## src/verilog/pin_mux_pkg.sv

```systemverilog
package pin_mux_pkg;
  localparam int PIN_COUNT = 19;
  localparam int GROUP_COUNT = 5;
  localparam int GROUP_SIZE = 4;
  localparam int WORD_W = 8;
  localparam int SYNC_STAGES = 3;

  // function codes per group of four pins
  localparam logic [3:0] FUNC_WATCH = 4'h0;
  localparam logic [3:0] FUNC_MANUAL = 4'h3;
  localparam logic [3:0] FUNC_CPU = 4'h9;
  localparam logic [3:0] FUNC_SLICER = 4'hA;
  localparam logic [3:0] FUNC_RESET = 4'h0;

  // watch set indices
  localparam logic [7:0] WATCH_SET_A = 8'h01;
  localparam logic [7:0] WATCH_SET_B = 8'h02;
  localparam logic [7:0] WATCH_SET_D = 8'h04;

  // register offsets
  localparam logic [3:0] REG_OE = 4'h0;
  localparam logic [3:0] REG_FUNC = 4'h1;
  localparam logic [3:0] REG_WATCH_IDX = 4'h2;
  localparam logic [3:0] REG_WATCH_MASK = 4'h3;
  localparam logic [3:0] REG_PIN_OUT = 4'h4;
  localparam logic [3:0] REG_PIN_IN = 4'h5;
  localparam logic [3:0] REG_IRQ_STAT = 4'h6;
  localparam logic [3:0] REG_IRQ_MASK = 4'h7;
  localparam logic [3:0] REG_WATCH_WORD = 4'h8;

  localparam logic [18:0] OE_RESET = 19'h00000;
  localparam logic [7:0] MASK_RESET = 8'hFF;
  localparam logic [7:0] IDX_RESET = 8'h00;

  // per-channel gain loop status
  typedef struct packed {
    logic gain_change;
    logic gain_inc;
    logic gain_dec;
    logic peak_hi_cnt;
    logic peak_hi;
    logic hb_hi_cnt;
    logic hb_hi;
    logic hb_lo_cnt;
    logic low_power;
    logic high_power;
    logic update_expiry;
  } chan_status_t;

  typedef struct packed {
    logic [18:0] oe;
    logic [19:0] func;
    logic [7:0] watch_idx;
    logic [7:0] watch_mask;
    logic [18:0] pin_out;
    logic [18:0] pin_out_r;
    logic [18:0] pin_oe_n;
    logic [18:0] sync1;
    logic [18:0] sync2;
    logic [18:0] sync3;
    logic [18:0] pin_in;
    logic [18:0] irq_stat;
    logic [18:0] irq_mask;
    logic irq;
    logic [31:0] rdata;
  } state_t;
endpackage : pin_mux_pkg

```

## src/verilog/pin_function_mux.sv

```systemverilog
// Behaviour
// - each pin direction from own enable
// - one function per group of four
// - code 0 drives watch word out
// - code 3 manual drive and readback
// - code 9 connects embedded processor pins
// - code 10 connects slicer data pins
// - pin index equals pin number 0-18
// - watch word on pins 0-7, 8-15
// - pins 16-18 carry word bits 4-6
// - watch bit needs group and enable
// - watch word ANDed with mask
// - index picks the watch signal set
// - set a bit layout of index 1
// - sets b and d bit layouts
//
// Strobed register access and the register addresses were left to the implementer.
`timescale 1ns/10ps
`default_nettype none
module pin_function_mux (
  input wire logic CLK_SYS, // 10 MHz system clock
  input wire logic NRST, // synchronous reset, active low
  input wire logic CE, // clock enable, freezes state when low
  input wire logic [3:0] ADDR, // register word address
  input wire logic [31:0] WDATA, // write data
  input wire logic WR, // write strobe
  input wire logic RD, // read strobe
  output logic [31:0] RDATA, // read data, cycle after strobe
  input wire pin_mux_pkg::chan_status_t CH1, // channel 1 gain loop status
  input wire pin_mux_pkg::chan_status_t CH2, // channel 2 gain loop status
  input wire logic [18:0] CPU_OUT, // embedded processor pin levels
  input wire logic [18:0] SLICER_OUT, // slicer pin levels
  output logic [18:0] CPU_IN, // pins seen by embedded processor
  input wire logic [18:0] PIN_I, // pin input levels
  output logic [18:0] PIN_O, // pin output levels
  output logic [18:0] PIN_OE_N, // pin output enable, low drives
  output logic IRQ // level interrupt
);
  pin_mux_pkg::state_t s_q, s_d;
  logic [7:0] word_raw;
  logic [7:0] word;
  logic [18:0] pin_drive;

  // watch word selection; unlisted positions stay zero
  always_comb begin
    word_raw = 8'h00;
    case (s_q.watch_idx)
      pin_mux_pkg::WATCH_SET_A: begin
        word_raw = {CH2.gain_change, CH1.gain_change, CH2.peak_hi_cnt, CH1.peak_hi_cnt,
                    CH2.hb_hi_cnt, CH1.hb_hi_cnt, CH2.hb_lo_cnt, CH1.hb_lo_cnt};
      end
      pin_mux_pkg::WATCH_SET_B: begin
        word_raw = {CH2.gain_change, CH1.gain_change, CH2.peak_hi, CH1.peak_hi,
                    CH2.hb_hi, CH1.hb_hi, 2'h0};
      end
      pin_mux_pkg::WATCH_SET_D: begin
        word_raw = {CH1.low_power, CH1.high_power, CH1.update_expiry, 2'h0,
                    CH1.gain_change, CH1.gain_inc, CH1.gain_dec};
      end
      default: begin
        word_raw = 8'h00;
      end
    endcase
  end

  assign word = word_raw & s_q.watch_mask;

  // per pin source selection from its group code
  always_comb begin
    pin_drive = '0;
    for (int p = 0; p < pin_mux_pkg::PIN_COUNT; p++) begin
      case (s_q.func[(p / pin_mux_pkg::GROUP_SIZE) * 4 +: 4])
        pin_mux_pkg::FUNC_WATCH: pin_drive[p] = (p < 16) ? word[p % 8] : word[p - 12];
        pin_mux_pkg::FUNC_MANUAL: pin_drive[p] = s_q.pin_out[p];
        pin_mux_pkg::FUNC_CPU: pin_drive[p] = CPU_OUT[p];
        pin_mux_pkg::FUNC_SLICER: pin_drive[p] = SLICER_OUT[p];
        default: pin_drive[p] = 1'b0;
      endcase
    end
  end

  // next state: bus, sync, sticky pin-change events
  always_comb begin
    logic [18:0] changed;
    s_d = s_q;
    changed = '0;
    // three-stage sync, change accepted when stages two and three agree
    s_d.sync1 = PIN_I;
    s_d.sync2 = s_q.sync1;
    s_d.sync3 = s_q.sync2;
    for (int p = 0; p < pin_mux_pkg::PIN_COUNT; p++) begin
      if (s_q.sync2[p] == s_q.sync3[p]) begin
        s_d.pin_in[p] = s_q.sync3[p];
      end
    end
    changed = s_d.pin_in ^ s_q.pin_in;
    // output only if grouped and enabled
    s_d.pin_out_r = pin_drive & s_q.oe;
    s_d.pin_oe_n = ~s_q.oe;
    if (WR) begin
      case (ADDR)
        pin_mux_pkg::REG_OE: s_d.oe = WDATA[18:0];
        pin_mux_pkg::REG_FUNC: s_d.func = WDATA[19:0];
        pin_mux_pkg::REG_WATCH_IDX: s_d.watch_idx = WDATA[7:0];
        pin_mux_pkg::REG_WATCH_MASK: s_d.watch_mask = WDATA[7:0];
        pin_mux_pkg::REG_PIN_OUT: s_d.pin_out = WDATA[18:0];
        pin_mux_pkg::REG_IRQ_STAT: s_d.irq_stat = s_q.irq_stat & ~WDATA[18:0];
        pin_mux_pkg::REG_IRQ_MASK: s_d.irq_mask = WDATA[18:0];
        default: ;
      endcase
    end
    // set wins over write-one clear
    s_d.irq_stat = s_d.irq_stat | changed;
    s_d.irq = |(s_d.irq_stat & s_d.irq_mask);
    s_d.rdata = 32'h0000_0000;
    if (RD) begin
      case (ADDR)
        pin_mux_pkg::REG_OE: s_d.rdata = {13'h0000, s_q.oe};
        pin_mux_pkg::REG_FUNC: s_d.rdata = {12'h000, s_q.func};
        pin_mux_pkg::REG_WATCH_IDX: s_d.rdata = {24'h000000, s_q.watch_idx};
        pin_mux_pkg::REG_WATCH_MASK: s_d.rdata = {24'h000000, s_q.watch_mask};
        pin_mux_pkg::REG_PIN_OUT: s_d.rdata = {13'h0000, s_q.pin_out};
        pin_mux_pkg::REG_PIN_IN: s_d.rdata = {13'h0000, s_q.pin_in};
        pin_mux_pkg::REG_IRQ_STAT: s_d.rdata = {13'h0000, s_q.irq_stat};
        pin_mux_pkg::REG_IRQ_MASK: s_d.rdata = {13'h0000, s_q.irq_mask};
        pin_mux_pkg::REG_WATCH_WORD: s_d.rdata = {24'h000000, word};
        default: s_d.rdata = 32'h0000_0000;
      endcase
    end
  end

  // state register; reset is synchronous and gated by clock enable
  always_ff @(posedge CLK_SYS) begin
    if (CE) begin
      if (!NRST) begin
        s_q <= '0;
        s_q.oe <= pin_mux_pkg::OE_RESET;
        s_q.func <= {pin_mux_pkg::GROUP_COUNT{pin_mux_pkg::FUNC_RESET}};
        s_q.watch_idx <= pin_mux_pkg::IDX_RESET;
        s_q.watch_mask <= pin_mux_pkg::MASK_RESET;
        s_q.pin_oe_n <= ~pin_mux_pkg::OE_RESET;
      end else begin
        s_q <= s_d;
      end
    end
  end

  // outputs straight from flip-flops
  assign RDATA = s_q.rdata;
  assign PIN_O = s_q.pin_out_r;
  assign PIN_OE_N = s_q.pin_oe_n;
  assign CPU_IN = s_q.pin_in;
  assign IRQ = s_q.irq;
endmodule : pin_function_mux
`default_nettype wire

```

## config.mk

```make
export PLATFORM = sky130hd
export DESIGN_NAME = pin_function_mux
export DESIGN_NICKNAME = d
export VERILOG_FILES = /design/src/verilog/pin_mux_pkg.sv /design/src/verilog/pin_function_mux.sv
export SDC_FILE = /design/constraint.sdc
export NUM_CORES = 1
export LEC_CHECK = 0
export ABC_AREA = 0
export ABC_CLOCK_PERIOD_IN_PS = 4070
export BUFFER_PORTS_ARGS = -buffer_cell sky130_fd_sc_hd__buf_2
export CORE_ASPECT_RATIO = 0.75
export CORE_MARGIN = 3
export CORE_UTILIZATION = 40
export CTS_BUF_LIST = sky130_fd_sc_hd__clkbuf_16
export CTS_CLUSTER_DIAMETER = 100
export DETAILED_ROUTE_END_ITERATION = 16
export PLACE_DENSITY = 0.59
export RECOVER_POWER = 100
export SETUP_SLACK_MARGIN = 0.02
export SYNTH_ARGS = -nofsm -noshare
export SYNTH_HDL_FRONTEND = slang
export SYNTH_SLANG_ARGS = --single-unit
```

## constraint.sdc

```tcl
create_clock -name CLK_SYS -period 4.07 [get_ports CLK_SYS]
set_input_delay 0 -clock CLK_SYS [delete_from_list [all_inputs] [get_ports CLK_SYS]]
set_output_delay 0 -clock CLK_SYS [all_outputs]
set_load 0.02 [all_outputs]
```

==> metrics.cfg <==
[status]
outcome=complete, but fails checks
violations=max-capacitance violations, max-slew violations

[finish]
drive_gt1_share_pct=13.4
multi_input_area_sq_um=3810
fin_nets=1246
seqCellArea_sq_um=7420
num-fill-cells=2713
syn2layout_area_growth_pct=15.1
num_antenna_cells=0

[floorplan]
rows=54
core_sq_um=29500
die_w_microns=207
die_area_sq_um=32500
start_util_pct=41.2
pin_count=210
die_h_microns=157

[global_routing]
grt_max_degree=77
grt_pass1_wl_microns=49900
grt_pass1_vias=7976
grt_overflow_total=0
antenna_found_initial=1
grt_use_total_pct=19.8

[drt]
drt-total-wl_microns=33700
drtIter0Drc=899
wl_per_cell_microns=21.9
num_vias=8392
drtPass1Iterations=9
route.detailed.drc=0
routed_via_density=5.46
antenna_left=0

[timing]
fin_setup_tns_ns=0
skew_ns=0.0179
timing.slew.headroom_pct=-80.8
fin_ws_ns=0.800
finalHoldViolations=0
final-max-slew-violation-count=227
worst_pin_slew_ns=2.71
finalCriticalPeriod_ns=3.27
fin_crit_sh_pct=80.3
setup_viol=0
grt_setup_unrepaired=false
fmax_mhz=306

[synthesis]
synth_cell_type_count=54
async_flop_share_pct=0
ys_seq_area_share_pct=61.2
yosysMostFrequentCell=edfxtp_1
synth_edf_count=247
yosys.area.top_type=edfxtp_1
synth_ff_type=edfxtp_1
yosys_warnings=0
yosysTopAreaCellShare_pct=61.2
ys_ff_latch=247
synth_area_leaders=edfxtp_1 61%, buf_4 5.7%, and2_1 4.3%
syn-mean-instance-area_sq_um=12.3
netlist_area_sq_um=12100
yosys-top-cells-count=247 x edfxtp_1, 92 x buf_4, 84 x and2_1
syn_inst=986

[power_and_ir_drop]
combinationalPowerShare_pct=9.4
power_switching_uw=1500
power_leakage_uw=0.00489
ir_drop_v=0.000323
clkPwrFrac_pct=39.7
internal-power_uw=4660
power_frac_seq_pct=50.9
powerDensity_nw_per_um2=441
switching_share_pct=24.3

[placement]
dpl.hpwl_microns=23600
pre_cts_slack_ns=1.18
io_buffers=180
place.gp.congestion=0.872

[worst_setup_path]
startpoint_type=register
cp_data_arrival_time_ns=3.66
endpoint_kind=register
cp.required_ns=4.46
crit_type=reg2reg
path_max_fanout=6

[clock_tree]
htreeDepth=1
cts_buffers=26
cts_sinks=247
clkTransAtPathRegs_ns=0.07
cts.path.max_buffers=3
cts_tree=yes
root_buffer=clkbuf_16
worstSkewPairLatency_ns=0.54
post_cts_buffers=0

[worst_hold_path]
hold_path_class=in2reg

[job]
max_cap_viol_count=7

==> sequential cells by signal (all words and copies together), names as in the netlist <==
name	flops
s_q	131
PIN_O	19
CPU_IN	19
s_d	38
RDATA	20
PIN_OE_N	19
IRQ	1
==> final cells by class <==
class	instances	share of cell area [%]
Sequential cell	247	53.1
Multi-Input combinational cell	604	27.3
Timing Repair Buffer	242	9.73
Clock buffer	27	4.84
Tap cell	392	3.51
Clock inverter	20	1.36
Inverter	5	0.134
==> final timing paths <==
path	startpoint	to	slack, ns	depth (start not counted)
max	s_q[216]$_SDFFCE_PN0P_	PIN_O[4]$_SDFFCE_PN0P_	0.80	6
min	CPU_OUT[3]	PIN_O[3]$_SDFFCE_PN0P_	0.03	4
max reg2reg	s_q[216]$_SDFFCE_PN0P_	PIN_O[4]$_SDFFCE_PN0P_	0.80	6
min reg2reg	s_d[126]$_SDFFCE_PN0P_	s_d[107]$_SDFFCE_PN0P_	0.52	1
==> power groups by stage <==
stage	clock network [uW]	logic, uW	registers, uW
2_1_floorplan	0	408	3110
3_3_place_gp	0	556	3170
3_5_place_dp	0	563	3180
4_1_cts	2480	601	3120
5_1_grt	2570	638	3150
6_report	2440	582	3130
==> routing by layer <==
layer  vias to the layer above  GRT usage [%]  part of all wire, %
met3                        42           4.55                  8.8
met5                         -              0                0.059
met4                         2           3.71                  1.8
met2                       369           29.4                   42
met1                      4060           30.0                   47
li1                       3919              -                    -
==> cell families after synthesis <==
kind of cell | Yosys count | share of synthesized area (%)
and+or+nand+nor | 336 | 15.4
DFF | 247 | 61.2
AOI/OAI and AO/OA | 224 | 13.2
buffers and inverters | 146 | 7.51
muxes | 27 | 2.26
xor gates and xnor gates | 5 | 0.361
other | 1 | 0.0309
==> cell usage in the layout, fill, tap and decap left out, types with 17 or more instances in the layout <==
master,n
a21oi_1,33
a22o_1,23
a22oi_1,59
a31oi_1,19
and2_0,42
and2_1,42
and3_1,19
buf_2,93
clkbuf_1,91
clkbuf_16,27
dlygate4sd3_1,47
edfxtp_1,247
mux2i_1,24
nand2_1,76
nand2b_1,21
nand3_1,17
nor2_1,46
nor2b_1,20
o21ai_0,29
==> stage by stage <==
step / utilization (%) / hold slack (ns) / std cells / cell area (sq um) / total power (uW)
2_1_floorplan: - / 0.112 / 997 / 12200 / 3510
3_3_place_gp: 43.5 / 0.288 / 1443 / 12800 / 3730
3_5_place_dp: 43.5 / 0.285 / 1443 / 12800 / 3740
4_1_cts: 48.0 / 0.00253 / 1537 / 14100 / 6200
5_1_grt: 47.4 / 0.0486 / 1537 / 14000 / 6360
6_report: 47.4 / 0.0318 / 1537 / 14000 / 6160
==> critical path, cell delays in order (launching register included) <==
cell	delay, ns
edfxtp_1	0.42
or4_1	0.69
nor4_1	0.63
a22oi_1	0.22
nor3b_1	0.78
o2bb2ai_1	0.19
and3_1	0.18
==> what timing repair did <==
action / CTS / global route
endpoints found under the setup margin: 0 / 0
endpoints found under the hold margin: 160 / 0
hold buffers: 47 / 0
gates resized for setup: 0 / 0
No activity file was read; power rests on OpenSTA's default activity.
